==> config.mk <==
export PLATFORM = sky130hd
export DESIGN_NAME = audio_pulse_modulator
export DESIGN_NICKNAME = d
export VERILOG_FILES = /design/src/pulse_mod_pkg.sv /design/src/audio_pulse_modulator.sv
export SDC_FILE = /design/constraint.sdc
export NUM_CORES = 1
export LEC_CHECK = 0
export BUFFER_PORTS_ARGS = -buffer_cell sky130_fd_sc_hd__buf_2
export CAP_MARGIN = 40
export CORE_ASPECT_RATIO = 2
export CORE_MARGIN = 4
export CORE_UTILIZATION = 25
export CTS_CLUSTER_SIZE = 40
export DETAILED_ROUTE_END_ITERATION = 16
export PLACE_DENSITY_LB_ADDON = 0.3
export REMOVE_ABC_BUFFERS = 1
export SLEW_MARGIN = 20
export SYNTH_ARGS = -nofsm -noshare
export SYNTH_HDL_FRONTEND = slang
export SYNTH_SLANG_ARGS = --single-unit
==> constraint.sdc <==
create_clock -name I_CLOCK -period 3.2 [get_ports I_CLOCK]
set_clock_uncertainty 0.05 [all_clocks]
set_input_delay 0.16 -clock I_CLOCK [delete_from_list [all_inputs] [get_ports I_CLOCK]]
set_output_delay 0.16 -clock I_CLOCK [all_outputs]
set_load 0.005 [all_outputs]
==> src/pulse_mod_pkg.sv <==
package pulse_mod_pkg;
  localparam logic [15:0] ADDR_CONTROL = 16'hffe0;
  localparam logic [15:0] ADDR_ADJUST = 16'hffe1;
  localparam logic [15:0] ADDR_SAMPLE = 16'hffe2;
  localparam logic [7:0] ADDR_IRQ_REQ = 8'hfe;
  localparam logic [7:0] ADDR_IRQ_MASK = 8'hfd;
  localparam int SEL_LSB = 0;
  localparam int ADJ_EN_BIT = 3;
  localparam int OUT_EN_BIT = 4;
  localparam int DONE_BIT = 4;
  localparam logic [7:0] CONTROL_RESET = 8'h00;
  localparam logic [7:0] ADJUST_RESET = 8'h00;
  localparam logic [7:0] SAMPLE_RESET = 8'h00;
  localparam logic [2:0] SEL_MAX = 3'h7;
  localparam logic [8:0] BASE_SLOTS = 9'h100;
  localparam int FIFO_DEPTH = 32;

  typedef struct packed {
    logic output_enable;
    logic rate_adjust_enable;
    logic [2:0] period_select;
  } control_s;

  typedef struct packed {
    logic [15:0] addr;
    logic [7:0] data;
    logic write;
    logic read;
  } bus_req_s;

  typedef enum logic [1:0] {
    ST_BASE = 2'b01,
    ST_WAIT = 2'b10
  } phase_e;
endpackage

==> src/audio_pulse_modulator.sv <==
`timescale 1ns/1ps

module sample_fifo #(
  parameter int WIDTH = 8,
  parameter int DEPTH = 32
) (
  input wire logic clk,
  input wire logic arst_n,
  input wire logic [WIDTH-1:0] i_data,
  input wire logic i_valid,
  output logic o_ready,
  output logic [WIDTH-1:0] o_data,
  output logic o_valid,
  input wire logic i_ready
);
  localparam int AW = $clog2(DEPTH);
  logic [WIDTH-1:0] mem [DEPTH];
  logic [AW-1:0] wr_ptr;
  logic [AW-1:0] rd_ptr;
  logic [AW:0] count;
  logic push;
  logic pop;

  // Pointer wrap relies on a power-of-two depth
  if (DEPTH < 2 || (1 << AW) != DEPTH) begin : g_bad_depth
    $error("sample_fifo depth must be a power of two");
  end

  // Full at DEPTH entries; a push while full is simply not taken
  assign o_ready = (count != (AW+1)'(DEPTH));
  assign o_valid = (count != '0);
  assign push = i_valid && o_ready;
  assign pop = o_valid && i_ready;
  assign o_data = mem[rd_ptr];

  always_ff @(posedge clk) begin
    if (push) begin
      mem[wr_ptr] <= i_data;
    end
  end

  always_ff @(posedge clk or negedge arst_n) begin
    if (!arst_n) begin
      wr_ptr <= '0;
      rd_ptr <= '0;
      count <= '0;
    end else begin
      if (push) begin
        wr_ptr <= wr_ptr + AW'(1);
      end
      if (pop) begin
        rd_ptr <= rd_ptr + AW'(1);
      end
      count <= count + (AW+1)'(push) - (AW+1)'(pop);
    end
  end
endmodule

module audio_pulse_modulator #(
  parameter int FIFO_DEPTH = pulse_mod_pkg::FIFO_DEPTH
) (
  input wire logic I_CLOCK,
  input wire logic I_ARST_N,
  input wire logic [15:0] I_DATA_ADDR,
  input wire logic [7:0] I_WDATA,
  input wire logic I_WRITE,
  input wire logic I_READ,
  input wire logic [7:0] I_SFR_ADDR,
  input wire logic [7:0] I_SFR_WDATA,
  input wire logic I_SFR_WRITE,
  input wire logic I_GLOBAL_IRQ_ENABLE,
  output logic [7:0] O_RDATA,
  output logic O_SAMPLE_READY,
  output logic O_FIRST_PULSE_OUTPUT,
  output logic O_SECOND_PULSE_OUTPUT,
  output logic O_PERIOD_DONE_FLAG,
  output logic O_PERIOD_DONE_MASK,
  output logic O_IRQ
);
  pulse_mod_pkg::control_s control;
  logic [7:0] rate_adjust;
  logic [7:0] sample_value;
  logic [7:0] active_sample;
  logic period_done_flag;
  logic period_done_mask;
  pulse_mod_pkg::phase_e phase;
  logic [2:0] div_cnt;
  logic [7:0] slot_cnt;
  logic [8:0] wait_cnt;
  logic slot_tick;
  logic period_end;
  logic [7:0] fifo_data;
  logic fifo_valid;
  logic fifo_ready;
  logic wr_control;
  logic wr_adjust;
  logic wr_sample;
  logic pulse_high;
  logic [2:0] div_max;
  pulse_mod_pkg::bus_req_s cpu_req;

  // The queue needs at least two entries to decouple writes from period ends
  if (FIFO_DEPTH < 2) begin : g_bad_fifo_depth
    $error("audio_pulse_modulator fifo depth out of range");
  end

  // The external-move access travels as one request word
  assign cpu_req.addr = I_DATA_ADDR;
  assign cpu_req.data = I_WDATA;
  assign cpu_req.write = I_WRITE;
  assign cpu_req.read = I_READ;

  // CPU-side writes within the internally mapped page
  assign wr_control = cpu_req.write && (cpu_req.addr == pulse_mod_pkg::ADDR_CONTROL);
  assign wr_adjust = cpu_req.write && (cpu_req.addr == pulse_mod_pkg::ADDR_ADJUST);
  assign wr_sample = cpu_req.write && (cpu_req.addr == pulse_mod_pkg::ADDR_SAMPLE);

  // Write-only control and adjust; the sample register also feeds the queue
  always_ff @(posedge I_CLOCK or negedge I_ARST_N) begin
    if (!I_ARST_N) begin
      control.output_enable <= pulse_mod_pkg::CONTROL_RESET[pulse_mod_pkg::OUT_EN_BIT];
      control.rate_adjust_enable <= pulse_mod_pkg::CONTROL_RESET[pulse_mod_pkg::ADJ_EN_BIT];
      control.period_select <= pulse_mod_pkg::CONTROL_RESET[pulse_mod_pkg::SEL_LSB +: 3];
      rate_adjust <= pulse_mod_pkg::ADJUST_RESET;
      sample_value <= pulse_mod_pkg::SAMPLE_RESET;
    end else begin
      if (wr_control) begin
        control.output_enable <= cpu_req.data[pulse_mod_pkg::OUT_EN_BIT];
        control.rate_adjust_enable <= cpu_req.data[pulse_mod_pkg::ADJ_EN_BIT];
        control.period_select <= cpu_req.data[pulse_mod_pkg::SEL_LSB +: 3];
      end
      if (wr_adjust) begin
        rate_adjust <= cpu_req.data;
      end
      if (wr_sample) begin
        sample_value <= cpu_req.data;
      end
    end
  end

  // Only the sample register reads back; write-only locations read zero
  always_ff @(posedge I_CLOCK or negedge I_ARST_N) begin
    if (!I_ARST_N) begin
      O_RDATA <= 8'h00;
    end else if (cpu_req.read && cpu_req.addr == pulse_mod_pkg::ADDR_SAMPLE) begin
      O_RDATA <= sample_value;
    end else begin
      O_RDATA <= 8'h00;
    end
  end

  // Written samples queue here; the modulator takes one per period end
  sample_fifo #(
    .WIDTH(8),
    .DEPTH(FIFO_DEPTH)
  ) u_fifo (
    .clk(I_CLOCK),
    .arst_n(I_ARST_N),
    .i_data(cpu_req.data),
    .i_valid(wr_sample),
    .o_ready(fifo_ready),
    .o_data(fifo_data),
    .o_valid(fifo_valid),
    .i_ready(period_end)
  );

  always_ff @(posedge I_CLOCK or negedge I_ARST_N) begin
    if (!I_ARST_N) begin
      O_SAMPLE_READY <= 1'b0;
    end else begin
      O_SAMPLE_READY <= fifo_ready;
    end
  end

  // Prescaler: one slot every (8 - select) clocks
  // A select change mid-slot may wrap the count once, delaying one slot
  assign div_max = pulse_mod_pkg::SEL_MAX - control.period_select;
  assign slot_tick = (div_cnt == div_max);

  always_ff @(posedge I_CLOCK or negedge I_ARST_N) begin
    if (!I_ARST_N) begin
      div_cnt <= 3'h0;
    end else if (slot_tick) begin
      div_cnt <= 3'h0;
    end else begin
      div_cnt <= div_cnt + 3'h1;
    end
  end

  // Period: 256 base slots, then optional wait slots
  // Adjust is read when the base slots run out, so a late write still counts
  assign period_end = slot_tick && (
    (phase == pulse_mod_pkg::ST_BASE && slot_cnt == 8'hff && !control.rate_adjust_enable) ||
    (phase == pulse_mod_pkg::ST_WAIT && wait_cnt == 9'h001));

  always_ff @(posedge I_CLOCK or negedge I_ARST_N) begin
    if (!I_ARST_N) begin
      phase <= pulse_mod_pkg::ST_BASE;
      slot_cnt <= 8'h00;
      wait_cnt <= 9'h000;
    end else if (slot_tick) begin
      case (phase)
        pulse_mod_pkg::ST_BASE: begin
          slot_cnt <= slot_cnt + 8'h01;
          if (slot_cnt == 8'hff && control.rate_adjust_enable) begin
            phase <= pulse_mod_pkg::ST_WAIT;
            wait_cnt <= pulse_mod_pkg::BASE_SLOTS - {1'b0, rate_adjust};
          end
        end
        pulse_mod_pkg::ST_WAIT: begin
          wait_cnt <= wait_cnt - 9'h001;
          if (wait_cnt == 9'h001) begin
            phase <= pulse_mod_pkg::ST_BASE;
          end
        end
        default: begin
          phase <= pulse_mod_pkg::ST_BASE;
        end
      endcase
    end
  end

  // The period's sample is latched only at a period boundary
  always_ff @(posedge I_CLOCK or negedge I_ARST_N) begin
    if (!I_ARST_N) begin
      active_sample <= pulse_mod_pkg::SAMPLE_RESET;
    end else if (period_end && fifo_valid) begin
      active_sample <= fifo_data;
    end else begin
      active_sample <= active_sample;
    end
  end

  // Top bit 0: width shrinks as value rises; top bit 1: width grows with value
  assign pulse_high = (phase == pulse_mod_pkg::ST_BASE) && (active_sample[7] ?
    (slot_cnt[6:0] < active_sample[6:0]) :
    (slot_cnt[6:0] < ~active_sample[6:0]));

  always_ff @(posedge I_CLOCK or negedge I_ARST_N) begin
    if (!I_ARST_N) begin
      O_FIRST_PULSE_OUTPUT <= 1'b0;
      O_SECOND_PULSE_OUTPUT <= 1'b0;
    end else begin
      O_FIRST_PULSE_OUTPUT <= control.output_enable && !active_sample[7] && pulse_high;
      O_SECOND_PULSE_OUTPUT <= control.output_enable && active_sample[7] && pulse_high;
    end
  end

  // Request flag: set wins over a same-cycle clear, so no period end is lost
  always_ff @(posedge I_CLOCK or negedge I_ARST_N) begin
    if (!I_ARST_N) begin
      period_done_flag <= 1'b0;
    end else begin
      if (period_end) begin
        period_done_flag <= 1'b1;
      end else if (I_SFR_WRITE && I_SFR_ADDR == pulse_mod_pkg::ADDR_IRQ_REQ &&
                   !I_SFR_WDATA[pulse_mod_pkg::DONE_BIT]) begin
        period_done_flag <= 1'b0;
      end
    end
  end

  // Local copy of this source's bit in the shared mask register
  always_ff @(posedge I_CLOCK or negedge I_ARST_N) begin
    if (!I_ARST_N) begin
      period_done_mask <= 1'b0;
    end else if (I_SFR_WRITE && I_SFR_ADDR == pulse_mod_pkg::ADDR_IRQ_MASK) begin
      period_done_mask <= I_SFR_WDATA[pulse_mod_pkg::DONE_BIT];
    end
  end

  // Flag and mask pins repeat internal state one clock later; IRQ registers flag AND mask AND global enable, also from a flop
  always_ff @(posedge I_CLOCK or negedge I_ARST_N) begin
    if (!I_ARST_N) begin
      O_PERIOD_DONE_FLAG <= 1'b0;
      O_PERIOD_DONE_MASK <= 1'b0;
      O_IRQ <= 1'b0;
    end else begin
      O_PERIOD_DONE_FLAG <= period_done_flag;
      O_PERIOD_DONE_MASK <= period_done_mask;
      O_IRQ <= period_done_flag && period_done_mask && I_GLOBAL_IRQ_ENABLE;
    end
  end
endmodule

# ---- Yosys cells after proc, flatten, opt, wreduce, memory -nomap -nowiden
# Memories as Yosys holds them, arrays and structs flattened. A register that Yosys moved wholly into a read port is not among the register bits.
# Index checks and enable logic that the tools add are counted.
dict set report totals {
  regBits 75
  ramBits 256
  input_bits 46
  memories 1
  output_inout_bits 14
}
# memory depth word_bits read_ports rd_clocked_by_memory_dff write_ports line
set mem_list {}
lappend mem_list {u_fifo.mem 32 8 1 1 1 audio_pulse_modulator.sv:17} ;# logic [WIDTH-1:0] mem [DEPTH];
dict set report op_classes {
  n_reduce_logical 32
  bitwise 1
  n_lt_le_gt_ge 2
  addsub 9
  eq_ne 13
  muxes 12
}
# cell count
set op_table {}
lappend op_table {{16-bit == test, second input constant} 3}
lappend op_table {{8-bit == test, second input constant} 3}
lappend op_table {{1-bit logical AND} 21}
lappend op_table {{9-bit case mux with 2 select lines} 1}
lappend op_table {{7-bit less-than comparator} 2}
lappend op_table {{5-bit by 1-bit adder with 5-bit output, second input constant} 2}
lappend op_table {{9-bit by 1-bit == test with 1-bit output, second input constant} 1}
lappend op_table {{9-bit two-way mux} 1}
lappend op_table {{9-bit by 1-bit subtractor with 9-bit output, second input constant} 1}
lappend op_table {{9-bit by 8-bit subtractor with 9-bit output, first input constant} 1}
lappend op_table {{8-bit by 1-bit adder with 8-bit output, second input constant} 1}
lappend op_table {{8-bit two-way mux} 1}
lappend op_table {{7-bit inverter} 1}
lappend op_table {{6-bit by 1-bit adder with 6-bit output} 1}
lappend op_table {{6-bit inequality test, second input constant} 1}
lappend op_table {{3-bit AND reduction} 2}
lappend op_table {{6-bit nonzero test} 1}
lappend op_table {{6-bit by 1-bit subtractor with 6-bit output} 1}
lappend op_table {{1-bit two-way mux} 5}
lappend op_table {{1-bit logical NOT} 4}
lappend op_table {{2-bit two-way mux} 2}
lappend op_table {{2-bit by 1-bit inequality test with 1-bit output, second input constant} 2}
lappend op_table {{2-bit case mux with 2 select lines} 1}
lappend op_table {{2-bit nonzero test} 2}
lappend op_table {{other kinds (8)} 8}

# ---- Depth between registers and ports, before layout
dict set report depth {
  depth_word 7
  depth_mapped 17
  ltp_nobuf 17
}

# ---- Hierarchy
# A second synthesis with hierarchy kept.
dict set report unflattened {
  cells_unflattened 849
  hier_area_um2 14131.1
}
# module cells_per_inst area_per_inst_um2 instances
set modules_own_cells {}
lappend modules_own_cells {sample_fifo 554 10841.6 1}
lappend modules_own_cells {audio_pulse_modulator 295 3289.4 1}

# ---- Least setup slack after synthesis
# OpenSTA, ideal clock, no wires.
dict set report synth_timing {
  path_type {input port to flip-flop}
  from {input port I_DATA_ADDR[3]}
  to {register u_fifo.count[4]}
  path_slack_ps 382
  cell_stages 11
  path_buffers 0
  required_ps 3028
  arrival_time_ps 2646
  setup_time_ps 122
  path_cell_list {or4b_1 > or4_4 > nor4b_4 > ha_1 > inv_1 > fa_1 > inv_1 > a21oi_1 > nor2_1 > nor2_1 > xnor2_1}
}
dict set report synth_via {
  elab_chain_len 5
}
# item line
set synth_lines {}
lappend synth_lines {{start, declared} audio_pulse_modulator.sv:64} ;# input wire logic [15:0] I_DATA_ADDR,
lappend synth_lines {{16-bit == test} audio_pulse_modulator.sv:116} ;# assign wr_sample = cpu_req.write && (cpu_req.addr == pulse_mod_pkg::ADDR_SAMPLE);
lappend synth_lines {{1-bit logical AND} audio_pulse_modulator.sv:116}
lappend synth_lines {{1-bit logical AND} audio_pulse_modulator.sv:32} ;# assign push = i_valid && o_ready;
lappend synth_lines {{via u_fifo.push} audio_pulse_modulator.sv:21} ;# logic push;
lappend synth_lines {{6-bit by 1-bit adder with 6-bit output} audio_pulse_modulator.sv:54} ;# count <= count + (AW+1)'(push) - (AW+1)'(pop);
lappend synth_lines {{6-bit by 1-bit subtractor with 6-bit output} audio_pulse_modulator.sv:54}
lappend synth_lines {{end signal, assigned} audio_pulse_modulator.sv:54}
lappend synth_lines {{end, declared} audio_pulse_modulator.sv:20} ;# logic [AW:0] count;
# The timed path passes the listed nets, and every way through them passes these cells.
# A chain may end at the register's enable or synchronous reset.

==> tab_implementation.tex <==
\begin{tabular}{lr}
\hline
Metric & Value \\
\hline
\multicolumn{2}{l}{\textbf{Worst setup path}} \\
Crit Path Max Fanout & 18 \\
R2r endpoint & active\_sample[7]\$\_DFFE\_PN0P\_ \\
Crit-path max cell delay & 0.68 ns \\
Kind of start point of the critical path & flop \\
Critical-path top delay cell & dfrtp\_4 \\
Worst reg2reg path depth & 8 \\
Worst reg2reg path startpoint & u\_fifo.rd\_ptr[0]\$\_DFFE\_PN0P\_ \\
Arrival time worst endpoint & 3.29 ns \\
Reg-to-reg slack, setup & 0.31 ns \\
Critical Setup Path Class & flop to flop \\
CP Cell Sequence & buf\_4 > mux4\_2 > nor2b\_1 > a211oi\_1 > a211oi\_1 > a211oi\_2 > buf\_4 > a21oi\_1 \\
CP startpoint & u\_fifo.rd\_ptr[0]\$\_DFFE\_PN0P\_ \\
Sort of element at the end of the critical path & flop \\
Data required, critical path & 3.60 ns \\
\multicolumn{2}{l}{\textbf{Clock tree}} \\
Number of clock sinks seen by CTS & 339 \\
CTS buffer count & 29 \\
Clock tree root driver cell & clkbuf\_16 \\
Post CTS Setup Buffer Count & 0 \\
Maximum buffer depth of the clock tree & 3 \\
Clock slew seen by the registers of the worst setup and hold paths & 0.07 ns \\
CTS H-tree depth & 1 \\
Insertion delay to the later sink of the worst-skew pair & 0.57 ns \\
Clock tree from TritonCTS & yes \\
\multicolumn{2}{l}{\textbf{Timing}} \\
Final hold violation count & 0 \\
Slew HR & 47.08\% \\
Number of max-slew violations in the final report & 0 \\
Setup WS post-layout & 0.3144 ns \\
Setup repair after global routing missed its margin & false \\
Crit share post-route & 90.17\% \\
Max Clock Freq & 346.6 MHz \\
Worst slew pin tran & 0.7939 ns \\
Time the worst path needs with I/O delays and setup & 2.886 ns \\
Setup TNS Final & 0 ns \\
\# setup viols final & 0 \\
\multicolumn{2}{l}{\textbf{Min path}} \\
Hold crit path type & input pin to flop \\
Worst hold path stage count & 3 \\
Min-Delay Startpoint & I\_DATA\_ADDR[0] \\
Hold EP & rate\_adjust[6]\$\_DFFE\_PN0P\_ \\
\multicolumn{2}{l}{\textbf{Cells and area}} \\
Post-route insts no fill & 1754 \\
Count of nets after finishing & 1066 \\
Commonest non-fill, non-tap cell in the layout & edfxtp\_1 \\
Post-layout instance area & 16680 sq um \\
Ratio of cells with drive above 1 in the final layout & 24.78\% \\
Leading cell types in the layout, fill and taps excluded & edfxtp\_1, dfrtp\_1, buf\_4, nor2\_1, buf\_2 \\
Layout area overhead & 18.86\% \\
\multicolumn{2}{l}{\textbf{Detailed routing}} \\
Initial DRC count & 471 \\
DR vias/cell & 4.308 \\
Count of antenna-violating nets left after detailed routing & 0 \\
Routed len/inst & 17.92 microns \\
Via Count & 7556 \\
Drt drc & 0 \\
Number of search-and-repair iterations in the first detailed-routing pass & 4 \\
Final wirelength & 31.42 mm \\
\multicolumn{2}{l}{\textbf{Power and ir drop}} \\
Share of power burned in combinational logic & 1.6\% \\
Clock network power share & 42.8\% \\
Power density cells & 511.1 nW/um\^{}2 \\
Standby leakage power & 5.824 nW \\
Worst IR Drop VDD & 0.4661 mV \\
Share of total power consumed by net switching & 19.74\% \\
Switching power total & 1.683 mW \\
Power Internal & 6.841 mW \\
Sequential group share of total power & 55.6\% \\
\multicolumn{2}{l}{\textbf{Global route}} \\
Initial antenna violation count & 0 \\
Wire length of the first global-routing pass & 48.15 mm \\
Pin count of the biggest net entering global routing & 54 \\
Number of global-route vias before repair & 8094 \\
Overall overflow remaining after global route & 0 \\
Total global-route track usage & 10.43\% \\
\multicolumn{2}{l}{\textbf{Placement}} \\
HPWL reported at the end of detailed placement & 22.04 mm \\
Port Buf Inserts & 52 \\
Total instance count after detailed placement & 1692 \\
Pre-CTS worst setup slack & 0.03509 ns \\
Final weighted congestion in routability-driven placement & 0.7324 \\
Cell Area, Placed & 15610 sq um \\
\multicolumn{2}{l}{\textbf{Yosys}} \\
Syn Inst Count & 865 \\
EDFF count, synth & 256 \\
Share of flip-flops with an asynchronous set or reset & 24.48\% \\
Part of the Yosys area used for sequential elements & 69.60\% \\
Post-synthesis cell type count & 55 \\
Yosys warning count & 0 \\
Dominant register cell in the synthesized netlist & edfxtp\_1 \\
Total of flip-flops plus latches after synthesis & 339 \\
Post-synthesis average cell area & 16.22 sq um \\
Netlist Area Pre-Place & 14030 sq um \\
\multicolumn{2}{l}{\textbf{Die}} \\
\# rows & 122 \\
Die span in x & 175.5 microns \\
Placeable core region & 55410 sq um \\
Die Outline Area & 60210 sq um \\
Effective utilization at floorplan & 25.32\% \\
Die extent in y & 343.0 microns \\
Count of boundary I/O pins & 60 \\
\multicolumn{2}{l}{\textbf{Outcome}} \\
Outcome & finished clean \\
\multicolumn{2}{l}{\textbf{Run}} \\
MaxCap Viol Count & 0 \\
\hline
\end{tabular}
synth_stat cells (all sizes together) (9+ instances only):
cell    number  area [sq um]
mux4        50          1126
edfxtp     256          7687
dfrtp       82          2052
nand2       46         177.7
nor2        63         236.5
o21ai       34         170.2
clkbuf      21         78.83
inv         35         131.4
o221ai      14         122.6
mux2i       37         370.4
ha          31         387.9
xnor2       18         157.7
nor3        11         66.32
a21oi       17         85.08
nand3       10         50.05
mux2        29         326.6
buf         14         70.07
and2         9         56.30
per-stage QoR:
| step | hold slack [ns] | util (%) | power (mW) |
|---|---|---|---|
| global route | 0.07465 | 30.09 | 8.854 |
| detailed placement | 0.01117 | 28.17 | 4.969 |
| CTS | 0.03311 | 30.07 | 8.687 |
| finish | 0.07090 | 30.10 | 8.524 |
| global placement | 0.3048 | 28.09 | 4.959 |
| floorplan | -0.1856 | - | 4.848 |
worst max-delay path, delay by kind of cell, from the launching register on:
kind                   cells  cell delay, ns
AO/OA/AOI/OAI              4            0.79
buffers and inverters      2            0.50
flip-flops                 1            0.68
multiplexers               1            0.56
AND/OR/NAND/NOR            1            0.15
kinds of logic after synthesis:
kind of cell | Yosys count | synth area share (%)
xor gates and xnor gates | 25 | 1.561
DFF | 339 | 69.60
muxes | 116 | 12.99
and+or+nand+nor | 181 | 6.314
buffers and inverters | 70 | 1.998
adders and majority gates | 32 | 2.907
AOI/OAI and AO/OA | 102 | 4.628
how the worst max path moves through the flow:
| stage | end |
|---|---|
| after CTS | active_sample[7]$_DFFE_PN0P_ |
| after floorplan | active_sample[0]$_DFFE_PN0P_ |
| after detailed placement | active_sample[7]$_DFFE_PN0P_ |
| after global placement | active_sample[7]$_DFFE_PN0P_ |
| final | active_sample[7]$_DFFE_PN0P_ |
| after global routing | u_fifo.count[5]$_DFF_PN0_ |
final cells by class:
cell class | instances | area [sq um]
repair buffers | 127 | 880.8
well taps | 744 | 930.9
clock inverters | 18 | 220.2
inverters | 35 | 131.4
flip-flops and latches | 339 | 9771
multi-input cells | 456 | 3996
diodes | 1 | 2.502
clock buffers | 34 | 744.5
fillers | 5471 | 38730
routing by layer:
metal / GRT usage, % / wire length (microns) / vias up
met5: 0 / 0 / -
met4: 4.179 / 1167 / 0
met3: 1.268 / 973 / 41
met2: 22.01 / 18930 / 112
met1: 9.815 / 10360 / 3858
li1: - / - / 3545
flip-flops by register name (all words and copies together) (netlist names), 3 cells and up:
signal         cells
u_fifo.rd_ptr      5
slot_cnt           8
O_RDATA            8
rate_adjust        8
u_fifo.mem       256
u_fifo.wr_ptr      5
sample_value       8
wait_cnt           9
u_fifo.count       6
active_sample      8
control            5
div_cnt            3
power groups by stage:
| stage | combinational [mW] | clock [mW] | sequential [mW] |
|---|---|---|---|
| after floorplan | 0.0119 | 0 | 4.84 |
| after global placement | 0.123 | 0 | 4.84 |
| after detailed placement | 0.133 | 0 | 4.84 |
| after CTS | 0.141 | 3.80 | 4.74 |
| after global routing | 0.153 | 3.96 | 4.74 |
| final | 0.134 | 3.65 | 4.74 |
repair_timing:
action / CTS / global route
resized for setup: 0 / 2
setup endpoints to repair: 0 / 2
hold endpoints to repair: 91 / 0
hold buffers: 9 / 0
Power figures use the tool's default switching activity.
